### src/include/xdas_map.svh
// register offsets, field values and decode bounds for the xdata/port block
`ifndef XDAS_MAP_SVH
`define XDAS_MAP_SVH
`define XDAS_SFR_DPL0 8'h82
`define XDAS_SFR_DPH0 8'h83
`define XDAS_SFR_DPL1 8'h84
`define XDAS_SFR_DPH1 8'h85
`define XDAS_SFR_SEL 8'h86
`define XDAS_SFR_EXT0 8'h93
`define XDAS_SFR_EXT1 8'h95
`define XDAS_SFR_MTOP 8'hEA
`define XDAS_SFR_MPAGE 8'hA0
`define XDAS_RESET_BYTE 8'h00
`define XDAS_PORT_COUNT 9
`define XDAS_SRAM_LAST 24'h001FFF
`define XDAS_CLK_FIRST 24'h004000
`define XDAS_CLK_LAST 24'h0042FF
`define XDAS_INTC_FIRST 24'h004400
`define XDAS_INTC_LAST 24'h0044FF
`define XDAS_PORT_FIRST 24'h005000
`define XDAS_PORT_LAST 24'h0051FF
`define XDAS_ECC_FIRST 24'h080000
`define XDAS_ECC_LAST 24'h081FFF
`define XDAS_EXT_BIT 23
`endif

### src/include/xdas_pkg.sv
// types for the xdata address and port sfr block
package xdas_pkg;
  typedef enum logic [5:0] {
    XDAS_RGN_NONE = 6'h01,
    XDAS_RGN_SRAM = 6'h02,
    XDAS_RGN_CLK = 6'h04,
    XDAS_RGN_INTC = 6'h08,
    XDAS_RGN_PORT = 6'h10,
    XDAS_RGN_ECC = 6'h20,
    XDAS_RGN_EXT = 6'h00
  } xdas_region_t;
  typedef enum logic [1:0] {
    XDAS_PTR_DPTR = 2'h0,
    XDAS_PTR_RI = 2'h1,
    XDAS_PTR_NONE = 2'h2
  } xdas_ptr_kind_t;
endpackage : xdas_pkg

### src/design/xdas_fast_port.sv
// one fast port: output data, source select and pin state
module xdas_fast_port
  import xdas_pkg::*;
(
  input wire logic mclk,
  input wire logic rst_n,
  input wire logic wr_data,
  input wire logic wr_sel,
  input wire logic [7:0] wdata,
  input wire logic [7:0] hub_out,
  input wire logic [7:0] pin_in,
  output logic [7:0] data_r,
  output logic [7:0] sel_r,
  output logic [7:0] pin_r,
  output logic [7:0] pin_out
);
`include "xdas_map.svh"
  logic [7:0] pin_meta_r;

  always_ff @(posedge mclk or negedge rst_n)
  begin
    if (!rst_n)
      data_r <= `XDAS_RESET_BYTE;
    else if (wr_data)
      data_r <= wdata;
  end

  always_ff @(posedge mclk or negedge rst_n)
  begin
    if (!rst_n)
      sel_r <= `XDAS_RESET_BYTE;
    else if (wr_sel)
      sel_r <= wdata;
  end

  // pin state, read only
  always_ff @(posedge mclk or negedge rst_n)
  begin
    if (!rst_n)
    begin
      pin_meta_r <= `XDAS_RESET_BYTE;
      pin_r <= `XDAS_RESET_BYTE;
    end
    else
    begin
      pin_meta_r <= pin_in;
      pin_r <= pin_meta_r; // [RQ7]
    end
  end

  // per pin source choice
  assign pin_out = (sel_r & data_r) | (~sel_r & hub_out); // [RQ6]
endmodule : xdas_fast_port

### src/design/xdas_core.sv
// xdata address build, region decode and fast port sfrs
//
// Summary of operation
// [RQ1] the select register picks which of two data pointers serves pointer instructions.
// [RQ2] extension bytes shape the address only during external data moves.
// [RQ3] pointer moves take the top byte from that pointer's extension register.
// [RQ4] indirect byte moves take top byte from move top and next from move page.
// [RQ5] fast port registers exist only for ports 0 to 6, 12 and 15, three each.
// [RQ6] each pin is driven by the fast bit when its select bit is one, else hub bit.
// [RQ7] the pin state register is read only and shows live pin levels; pin_r here lags pin_in by two mclk cycles through pin_meta_r.
// [RQ8] port registers stay reachable through the hub too; sfrs reach a subset.
// [RQ9] external data addresses are 24 bits wide.
// [RQ10] addresses 0x000000 to 0x001FFF go to on-chip sram.
// [RQ11] the upper half of the space goes to the external memory interface.
// [RQ12] clocking, interrupt, port control and flash ecc windows are decoded.
// [RQ13] all registers are 8 bits and a write acts for the next instruction.
module xdas_core
  import xdas_pkg::*;
(
  input wire logic mclk,
  input wire logic rst_n,
  input wire logic sfr_wr,
  input wire logic [7:0] sfr_addr,
  input wire logic [7:0] sfr_wdata,
  output logic [7:0] sfr_rdata,
  output logic sfr_hit,
  input wire logic xmove,
  input wire logic use_ri,
  input wire logic ri_sel,
  input wire logic [7:0] ri_value,
  input wire logic ptr_inc,
  input wire logic ptr_load,
  input wire logic [15:0] ptr_load_value,
  output logic [15:0] active_ptr,
  output logic [23:0] xaddr,
  output logic sel_sram,
  output logic sel_clk,
  output logic sel_intc,
  output logic sel_port,
  output logic sel_ecc,
  output logic sel_ext,
  input wire logic [71:0] hub_out,
  input wire logic [71:0] pin_in,
  output logic [71:0] pin_out
);
`include "xdas_map.svh"
  localparam int NP = `XDAS_PORT_COUNT;
  // sfr base of each fast port: data, pin state, select
  localparam logic [7:0] DR_ADDR [NP] = '{8'h80, 8'h90, 8'h98, 8'hB0,
    8'hC0, 8'hC8, 8'hD8, 8'hE8, 8'hF8};
  localparam logic [7:0] PS_ADDR [NP] = '{8'h89, 8'h91, 8'h99, 8'hB1,
    8'hC1, 8'hC9, 8'hD9, 8'hE9, 8'hF9};
  localparam logic [7:0] SL_ADDR [NP] = '{8'h8A, 8'hA2, 8'h9A, 8'hB2,
    8'hC2, 8'hCA, 8'hDA, 8'hF2, 8'hFA};

  logic [7:0] select_r;
  logic [7:0] ext0_r;
  logic [7:0] ext1_r;
  logic [7:0] mtop_r;
  logic [7:0] mpage_r;
  logic [15:0] data_pointer_zero_r;
  logic [15:0] data_pointer_one_r;
  logic [7:0] pd [NP];
  logic [7:0] ps [NP];
  logic [7:0] pp [NP];
  logic [NP-1:0] pw_d;
  logic [NP-1:0] pw_s;
  xdas_region_t region;

  // fast ports, one instance each
  genvar g;
  generate
    for (g = 0; g < NP; g++)
    begin : g_port
      assign pw_d[g] = sfr_wr && (sfr_addr == DR_ADDR[g]);
      assign pw_s[g] = sfr_wr && (sfr_addr == SL_ADDR[g]);
      xdas_fast_port u_port (
        .mclk(mclk),
        .rst_n(rst_n),
        .wr_data(pw_d[g]),
        .wr_sel(pw_s[g]),
        .wdata(sfr_wdata),
        .hub_out(hub_out[g*8 +: 8]),
        .pin_in(pin_in[g*8 +: 8]),
        .data_r(pd[g]),
        .sel_r(ps[g]),
        .pin_r(pp[g]),
        .pin_out(pin_out[g*8 +: 8])
      ); // [RQ5] [RQ8]
    end
  endgenerate

  // select, extension, move top and move page registers
  always_ff @(posedge mclk or negedge rst_n)
  begin
    if (!rst_n)
    begin
      select_r <= `XDAS_RESET_BYTE;
      ext0_r <= `XDAS_RESET_BYTE;
      ext1_r <= `XDAS_RESET_BYTE;
      mtop_r <= `XDAS_RESET_BYTE;
      mpage_r <= `XDAS_RESET_BYTE;
    end
    else if (sfr_wr)
    begin
      case (sfr_addr) // [RQ13]
        `XDAS_SFR_SEL: select_r <= sfr_wdata;
        `XDAS_SFR_EXT0: ext0_r <= sfr_wdata;
        `XDAS_SFR_EXT1: ext1_r <= sfr_wdata;
        `XDAS_SFR_MTOP: mtop_r <= sfr_wdata;
        `XDAS_SFR_MPAGE: mpage_r <= sfr_wdata;
        default: ;
      endcase
    end
  end

  // two data pointers; increment and load act on the selected one
  always_ff @(posedge mclk or negedge rst_n)
  begin
    if (!rst_n)
    begin
      data_pointer_zero_r <= 16'h0000;
      data_pointer_one_r <= 16'h0000;
    end
    else
    begin
      if (sfr_wr && sfr_addr == `XDAS_SFR_DPL0)
        data_pointer_zero_r[7:0] <= sfr_wdata;
      else if (sfr_wr && sfr_addr == `XDAS_SFR_DPH0)
        data_pointer_zero_r[15:8] <= sfr_wdata;
      else if (!select_r[0] && ptr_load)
        data_pointer_zero_r <= ptr_load_value; // [RQ1]
      else if (!select_r[0] && ptr_inc)
        data_pointer_zero_r <= data_pointer_zero_r + 16'h0001; // [RQ1]
      if (sfr_wr && sfr_addr == `XDAS_SFR_DPL1)
        data_pointer_one_r[7:0] <= sfr_wdata;
      else if (sfr_wr && sfr_addr == `XDAS_SFR_DPH1)
        data_pointer_one_r[15:8] <= sfr_wdata;
      else if (select_r[0] && ptr_load)
        data_pointer_one_r <= ptr_load_value; // [RQ1]
      else if (select_r[0] && ptr_inc)
        data_pointer_one_r <= data_pointer_one_r + 16'h0001; // [RQ1]
    end
  end

  assign active_ptr = select_r[0] ? data_pointer_one_r : data_pointer_zero_r; // [RQ1]

  // 24 bit address build
  always_comb
  begin
    xaddr = {8'h00, active_ptr};
    if (xmove && use_ri)
      xaddr = {mtop_r, mpage_r, ri_value}; // [RQ4] [RQ9]
    else if (xmove)
      xaddr = {(select_r[0] ? ext1_r : ext0_r), active_ptr}; // [RQ2] [RQ3]
  end

  // first level region decode
  always_comb
  begin
    region = XDAS_RGN_NONE;
    if (xaddr[`XDAS_EXT_BIT])
      region = XDAS_RGN_EXT; // [RQ11]
    else if (xaddr <= `XDAS_SRAM_LAST)
      region = XDAS_RGN_SRAM; // [RQ10]
    else if (xaddr >= `XDAS_CLK_FIRST && xaddr <= `XDAS_CLK_LAST)
      region = XDAS_RGN_CLK; // [RQ12]
    else if (xaddr >= `XDAS_INTC_FIRST && xaddr <= `XDAS_INTC_LAST)
      region = XDAS_RGN_INTC; // [RQ12]
    else if (xaddr >= `XDAS_PORT_FIRST && xaddr <= `XDAS_PORT_LAST)
      region = XDAS_RGN_PORT; // [RQ12]
    else if (xaddr >= `XDAS_ECC_FIRST && xaddr <= `XDAS_ECC_LAST)
      region = XDAS_RGN_ECC; // [RQ12]
  end

  assign sel_ext = xmove && (region == XDAS_RGN_EXT);
  assign sel_sram = xmove && (region == XDAS_RGN_SRAM);
  assign sel_clk = xmove && (region == XDAS_RGN_CLK);
  assign sel_intc = xmove && (region == XDAS_RGN_INTC);
  assign sel_port = xmove && (region == XDAS_RGN_PORT);
  assign sel_ecc = xmove && (region == XDAS_RGN_ECC);

  // sfr read mux
  always_comb
  begin
    sfr_rdata = 8'h00;
    sfr_hit = 1'b1;
    case (sfr_addr)
      `XDAS_SFR_SEL: sfr_rdata = select_r;
      `XDAS_SFR_EXT0: sfr_rdata = ext0_r;
      `XDAS_SFR_EXT1: sfr_rdata = ext1_r;
      `XDAS_SFR_MTOP: sfr_rdata = mtop_r;
      `XDAS_SFR_MPAGE: sfr_rdata = mpage_r;
      `XDAS_SFR_DPL0: sfr_rdata = data_pointer_zero_r[7:0];
      `XDAS_SFR_DPH0: sfr_rdata = data_pointer_zero_r[15:8];
      `XDAS_SFR_DPL1: sfr_rdata = data_pointer_one_r[7:0];
      `XDAS_SFR_DPH1: sfr_rdata = data_pointer_one_r[15:8];
      default:
      begin
        sfr_hit = 1'b0;
        for (int i = 0; i < NP; i++)
        begin
          if (sfr_addr == DR_ADDR[i])
          begin
            sfr_rdata = pd[i];
            sfr_hit = 1'b1;
          end
          if (sfr_addr == SL_ADDR[i])
          begin
            sfr_rdata = ps[i];
            sfr_hit = 1'b1;
          end
          if (sfr_addr == PS_ADDR[i])
          begin
            sfr_rdata = pp[i]; // [RQ7]
            sfr_hit = 1'b1;
          end
        end
      end
    endcase
  end
endmodule : xdas_core

### config.mk
export PLATFORM = sky130hd
export DESIGN_NAME = xdas_core
export DESIGN_NICKNAME = d
export VERILOG_FILES = /design/src/include/xdas_pkg.sv /design/src/design/xdas_fast_port.sv /design/src/design/xdas_core.sv
export VERILOG_INCLUDE_DIRS = /design/src /design/src/include
export SDC_FILE = /design/constraint.sdc
export NUM_CORES = 1
export LEC_CHECK = 0
export BUFFER_PORTS_ARGS = -buffer_cell sky130_fd_sc_hd__buf_2
export CORE_ASPECT_RATIO = 0.5
export CORE_MARGIN = 2
export CORE_UTILIZATION = 49
export CTS_CLUSTER_SIZE = 8
export DETAILED_ROUTE_END_ITERATION = 8
export MAX_ROUTING_LAYER = met4
export PLACE_DENSITY_LB_ADDON = 0.05
export SYNTH_ARGS = -nofsm -noshare
export SYNTH_HDL_FRONTEND = slang
export SYNTH_HIERARCHICAL = 1
export SYNTH_SLANG_ARGS = --single-unit
### constraint.sdc
create_clock -name mclk -period 3.1 [get_ports mclk]
set_input_delay 0.155 -clock mclk [delete_from_list [all_inputs] [get_ports mclk]]
set_output_delay 0.155 -clock mclk [all_outputs]
set_load 0.05 [all_outputs]
==> impl_results.md, run 1 <==
- R2r endpoint: data_pointer_one_r[12]$_DFFE_PN0P_
- Most used cell, CP: buf_4
- Placeable Area: 36200 um2
- R2r startpoint: data_pointer_one_r[1]$_DFFE_PN0P_
- Ys async rst share: between 90% and 100%
- # setup viols final: 0
- Avg Inst Size Synth: about 12 um2
- Final hold violations: 0
- First drt pass iteration count: 6
- Routed vias: ~15k
- Die width: 276 um
- Post-synth top flop: dfrtp_1
- Register area share after synthesis: roughly half
- Die area: between 30000 and 40000 um2
- Wire length per cell: 25.5 um
- Crit path cell chain: nor3_1 -> a21oi_1 -> o2111a_1 -> a2111oi_2 -> buf_4 -> o21ai_0 -> buf_4 -> o211ai_1 -> o221ai_2 -> clkbuf_4
- Max incr delay on CP: 410 ps
- Beginning of the worst hold path: ptr_load_value[11]
- Synth cell types: 84
- Crit path arrival time: between 2000 and 3000 ps
- Worst setup SP type: flip-flop
- RSZ-0062 raised after global routing: yes
- Placed cell count: 2335
- Largest net degree at the start of global routing: around 100
- Total Neg Setup Slack: 0 ps
- Fmax: approximately 0.33 GHz
- Antenna viol nets, final: 0
- Synth Cell Area: 18200 um2
- P&R area growth vs syn: 25.5%
- Share of the synthesized area in the top cell type: about half
- Status: finished, final reports clean
- Peak VDD IR: roughly 0.34 mV
- Req. time, crit path: slightly below 3000 ps
- R2R depth: 8
- Initial antenna violation count: 1
- Period utilization: a little over nine tenths
- Vias in the first global route: ~15k
- Kind of critical path: reg2out
- Worst-path fanout max: 4
- Post-Layout Cell Count: about 2.5k
- CTS Buffer Depth: 3
- Yosys top cell by area: dfrtp_1
- H-tree Lvls: 2
- Initial core utilization: between 50% and 60%
- Max cap viols: 0
- Slew Limit Fails: 0
- Synth area leaders: dfrtp_1 50%, mux2_4 12%, mux2_2 9.0%
- I/O pin count: between 300 and 400
- TritonCTS Buffers: 50
- Commonest non-fill, non-tap cell in the layout: dfrtp_1
- WHS Path Cells: 4
- Final Skew: roughly 24 ps
- Total power: around 12 mW
- WHS: 27.2 ps
- FF+latch count, synth: 360
- Leak pwr: 10.5 nW
- Hold Path Class: in2reg
- CP max-delay cell: dfrtp_1
- Clock Latency Late Sink: 580 ps
- First-pass GRT wire length: 94900 um
- Gate Count Post-Synth: between 1.5k and 2k
- Drt drc: 0
- Power per cell area: about 530 nW/um2
- Slew Limit Headroom: a little under a third
- GRT Total Usage: between 30% and 40%
- Row Count: 49
- TritonCTS clock tree: yes
- Iteration-0 DRC Markers: between 1k and 1.5k
- Worst Tran Pin Value: between 1000 and 1500 ps
- Fin util: between 60 and 70%
- Detailed-route vias per instance: between 6 and 7
- Worst-path clk slew: roughly 50 ps
- Share of cells above drive strength 1: between 40% and 50%
- Gr ovfl total: 0
- Worst R2R Setup Slack: ~840 ps
- Post-DP HPWL: 44800 um
- EDFF count, synth: 0
- Crit path time final: 3030 ps
- Most frequent cells in the layout: 359 x dfrtp_1, 311 x buf_2, 153 x nor2_1
- Placer Congestion: approximately 1
- Root buf cell: clkbuf_16
- Die height: ~140 um
- Nature of the critical path endpoint: output pin
- Clock Sinks: 360
- Syn Nets: roughly 1.7k
- Routed Wire Length: 62900 um
- Hold path endpoint: data_pointer_zero_r[11]$_DFFE_PN0P_
- Syn. warnings: 6
- Port buffer count: 317
- Final nets: about 2.2k
-- Yosys cell counts (all sizes together), types with 5 or more instances --
library cell / count
nand3: 27
a211oi: 18
nand2b: 19
clkbuf: 41
a222oi: 14
o22ai: 19
a221oi: 12
o31ai: 7
xor2: 13
inv: 12
nand4: 10
o221ai: 10
a22o: 7
a2111oi: 5
buf: 62
and3: 14
nor2b: 13
nand2: 86
a2bb2oi: 6
o32ai: 10
nor4: 9
dfrtp: 360
a21oi: 85
a211o: 5
nor3: 21
mux2i: 21
mux2: 290
xnor2: 8
a31oi: 10
o211a: 7
nor2: 157
a22oi: 27
o21ai: 59
o211ai: 12
-- sequential cells by signal, indices dropped and copies added (netlist names) --
name	count
data_pointer_one_r	16
data_pointer_zero_r	16
ext0_r	8
ext1_r	8
g_port.u_port/data_r	72
g_port.u_port/pin_meta_r	72
g_port.u_port/pin_r	72
g_port.u_port/sel_r	72
mpage_r	8
mtop_r	8
select_r	8
-- repair_timing --
action,in CTS,in global routing
buffers inserted,4,1
pin swaps,1,5
gates resized for setup,9,18
hold buffers,76,0
hold endpoints to repair,169,0
setup endpoints to repair,5,7
-- worst max-delay path by stage --
| stage | endpoint | startpoint |
|---|---|---|
| CTS | sel_clk | select_r[0]$_DFFE_PN0P_ |
| global placement | sfr_rdata[7] | sfr_addr[1] |
| global route | sel_intc | select_r[0]$_DFFE_PN0P_ |
| detailed placement | sfr_rdata[5] | sfr_addr[1] |
| finish | sfr_rdata[7] | g_port[4].u_port/data_r[7]$_DFFE_PN0P_ |
| floorplan | sel_intc | select_r[0]$_DFFE_PN0P_ |
-- metal layers --
layer	up-vias	global-route usage, %	wire [um]
li1	6564	-	-
met1	7586	44.9	27000
met2	636	53.9	30300
met3	124	4.54	4010
met4	0	8.17	1560
met5	-	-	0
-- critical path: cells and delay by family, from the launching register on --
kind / cells / cell delay (ps)
AO/OA/AOI/OAI: 6 / 1160
AND/OR/NAND/NOR: 1 / 140
buffers and inverters: 3 / 580
flip-flops: 1 / 410
-- final cells by class --
class                   instances  area [um2]
diodes                          1        2.50
clock buffers                  50        1250
clock inverters                 3        58.8
fillers                      2934       13400
inverters                      12        45.0
multi-input cells            1067        8630
flip-flops and latches        360        9010
well taps                     484         606
repair buffers                492        3220
-- where the power goes --
part	leakage [nW]	internal [mW]	switching (mW)	total [mW]
logic	5.30	0.762	1.17	1.94
registers	4.61	4.99	0.330	5.32
clock network	0.642	2.84	2.01	4.84
total	10.5	8.59	3.51	12.1
-- cells by family (layout without fill, tap and decap cells) --
group                    count (synthesis)  after routing  synth area share, %
adder cells (fa/ha/maj)                  2              2                0.138
AND/OR/NAND/NOR                        396            396                 11.0
buffers and inverters                  115            557                 3.56
multiplexers                           311            311                 22.1
AO/OA/AOI/OAI                          337            337                 12.6
XOR/XNOR                                21             21                 1.01
other                                    0              1                    0
flip-flops                             360            360                 49.5
-- metrics by stage --
| stage | cell area, um2 | setup WS [ps] |
|---|---|---|
| finish | 22800 | 73.3 |
| global route | 22800 | -59.1 |
| CTS | 22700 | -5.47 |
| detailed placement | 20600 | 135 |
| global placement | 20600 | 145 |
| floorplan | 18200 | 48.9 |
(Power assumes the default switching activity.)
==> inputs of run 2 (changes only) <==
- ABC_AREA: unset -> 1
- CTS_CLUSTER_SIZE: 8 -> unset
- PLACE_DENSITY: unset -> 0.72
- PLACE_DENSITY_LB_ADDON: 0.05 -> unset
==> impl_results.md, run 2 <==
- Register area share after synthesis: around half
- Placer Congestion: about 0.95
- Crit path time final: 3060 ps
- Die width: ~270 um
- Slew Limit Fails: 0
- Kind of critical path: reg2out
- Avg Inst Size Synth: just under 8 um2
- Port buffer count: roughly 320
- Synth cell types: 45
- Total Neg Setup Slack: 0 ps
- Max cap viols: 0
- Gate Count Post-Synth: about 2.2k
- Antenna viol nets, final: 0
- Clock Sinks: between 300 and 400
- Worst setup SP type: flip-flop
- Crit path arrival time: around 2900 ps
- CP max-delay cell: dfrtp_1
- Placed cell count: 3019
- Share of cells above drive strength 1: ~22%
- Worst-path clk slew: about 70 ps
- Slew Limit Headroom: about 16%
- Worst-path fanout max: 2
- Peak VDD IR: roughly 0.47 mV
- Routed Wire Length: 57500 um
- P&R area growth vs syn: 27.1%
- Most frequent cells in the layout: 1014 x nand2_1, 359 x dfrtp_1, 308 x buf_2
- First-pass GRT wire length: roughly 87000 um
- Synth area leaders: dfrtp_1 52%, nand2_1 22%, inv_1 4.7%
- H-tree Lvls: 2
- Final Skew: approximately 18 ps
- Max incr delay on CP: about 400 ps
- Yosys top cell by area: dfrtp_1
- Row Count: 48
- Die area: 37100 um2
- Crit path cell chain: nand2_1 -> nand2_1 -> a21oi_2 -> nand3_1 -> a21oi_2 -> nand3_2 -> nand2_1 -> nand4_1 -> nand2_1 -> nand3_1 -> nand2_1 -> nand2_1 -> nand2_1 -> nand3_1 -> nand2_1 -> nand2_1 -> nand2_1 -> nand2_1 -> buf_4
- Syn. warnings: 6
- Routed vias: 16.9k
- Root buf cell: clkbuf_16
- Fmax: roughly 0.33 GHz
- Syn Nets: between 2k and 2.5k
- Drt drc: 0
- Total power: between 10 and 15 mW
- Commonest non-fill, non-tap cell in the layout: nand2_1
- Beginning of the worst hold path: sfr_wdata[7]
- Family with the most delay on the worst path: simple AND/OR/NAND/NOR gates
- FF+latch count, synth: 360
- Vias in the first global route: between 15k and 20k
- First drt pass iteration count: 6
- Req. time, crit path: just under 3000 ps
- Post-DP HPWL: approximately 40000 um
- Ys async rst share: 100%
- Initial core utilization: approximately 50%
- Initial antenna violation count: 2
- Detailed-route vias per instance: ~5.3
- Final nets: between 2k and 3k
- Leak pwr: between 10 and 15 nW
- Gr ovfl total: 0
- Buf/Inv on CP: 1
- Filler cells: about 3.0k
- Largest net degree at the start of global routing: 74
- Share of the synthesized area in the top cell type: ~52%
- Die height: 137 um
- Final Worst Setup Slack: between 40 and 50 ps
- Placeable Area: about 35000 um2
- Final hold violations: 0
- EDFF count, synth: 0
- Worst Tran Pin Value: 1250 ps
- Clock Latency Late Sink: approximately 530 ps
- Iteration-0 DRC Markers: 1470
- Most common cell in the netlist: nand2_1
- Power per cell area: roughly 540 nW/um2
- TritonCTS Buffers: 34
- Hold Path Class: in2reg
- Most used cell, CP: nand2_1
- # setup viols final: 0
- Dpl ws: 180 ps
- CTS Buffer Depth: 3
- Commonest cells post-synth: 1022 x nand2_1, 360 x dfrtp_1, 216 x inv_1, 98 x o21ai_0, 76 x nor2_1
- Period utilization: between 90% and 100%
- Post-synth top flop: dfrtp_1
- R2r startpoint: select_r[0]$_DFFE_PN0P_
- Nature of the critical path endpoint: output pin
- Crit path from: g_port[0].u_port/sel_r[4]$_DFFE_PN0P_
- Synth Cell Area: about 17000 um2
- RSZ-0062 raised after global routing: yes
- Status: finished, final reports clean
- I/O pin count: about 320
- TritonCTS clock tree: yes
- Fin util: between 60% and 70%
- Wire length per cell: 18.1 um
- GRT Total Usage: between 30% and 40%
- Post-Layout Cell Count: 3178
-- run 2: cell count changes after synthesis, sizes merged, moves of 42 or more --
cell   delta
a21oi    -54
nand2   +944
inv     +251
nor2     -59
mux2    -290
o21ai    +42
-- run 2: cell type report --
type | count | area, um2 | share of cell area [%]
diodes | 3 | 7.51 | 0.0340
clock buffers | 49 | 1030 | 4.66
clock inverters | 10 | 169 | 0.764
inverters | 265 | 995 | 4.50
multi-input cells | 1552 | 7320 | 33.1
flip-flops and latches | 360 | 9010 | 40.7
well taps | 475 | 594 | 2.69
repair buffers | 464 | 2990 | 13.5
-- run 2: logic make-up (layout without fill, tap and decap cells) --
family | count (synthesis) | in the layout | share of synthesized area, %
AO/OA/AOI/OAI | 259 | 259 | 9.65
adder cells (fa/ha/maj) | 2 | 2 | 0.144
XOR/XNOR | 14 | 14 | 0.705
other | 0 | 3 | 0
buffers and inverters | 310 | 788 | 7.51
flip-flops | 360 | 360 | 51.8
AND/OR/NAND/NOR | 1277 | 1277 | 30.2
-- run 2: metrics by stage --
step | instance area [um2] | hold slack [ps]
2_1_floorplan | 17400 | -141
3_3_place_gp | 19700 | 179
3_5_place_dp | 19700 | 182
4_1_cts | 21800 | 16.7
5_1_grt | 22100 | 41.9
6_report | 22100 | 39.7
-- run 2: repair_timing --
item / in CTS / in global routing
hold buffers: 85 / 0
resized for setup: 14 / 56
endpoints found under the setup margin: 5 / 11
pin swaps: 0 / 16
setup buffers: 1 / 11
endpoints found under the hold margin: 156 / 0
-- run 2: power by group --
group / internal, mW / total (mW) / switching [mW]
clock: 2.66 / 4.54 / 1.88
combinational: 0.609 / 1.99 / 1.38
sequential: 5.03 / 5.31 / 0.286
-- run 2: worst paths after layout --
path	cells after the start	endpoint	slack (ps)
min reg2reg	0	g_port[3].u_port/pin_r[4]$_DFF_PN0_	350
max in group asynchronous	3	g_port[4].u_port/pin_r[5]$_DFF_PN0_	1860
max reg2reg	6	data_pointer_zero_r[8]$_DFFE_PN0P_	570
min in group asynchronous	2	data_pointer_zero_r[0]$_DFFE_PN0P_	200
max	19	sfr_rdata[4]	40
min	3	g_port[8].u_port/data_r[7]$_DFFE_PN0P_	40
-- run 2: tightest hold or removal path, stage by stage --
cell     delay (ps)
buf_2           210
nand2_1         110
nand2_1          50
-- run 2: metal layers --
metal | GRT usage, % | up-vias | wire [um]
met5 | - | - | 0
met4 | 11.6 | 0 | 2140
met3 | 5.11 | 139 | 4450
met2 | 50.6 | 746 | 27500
met1 | 40.6 | 8069 | 23400
li1 | - | 7946 | -
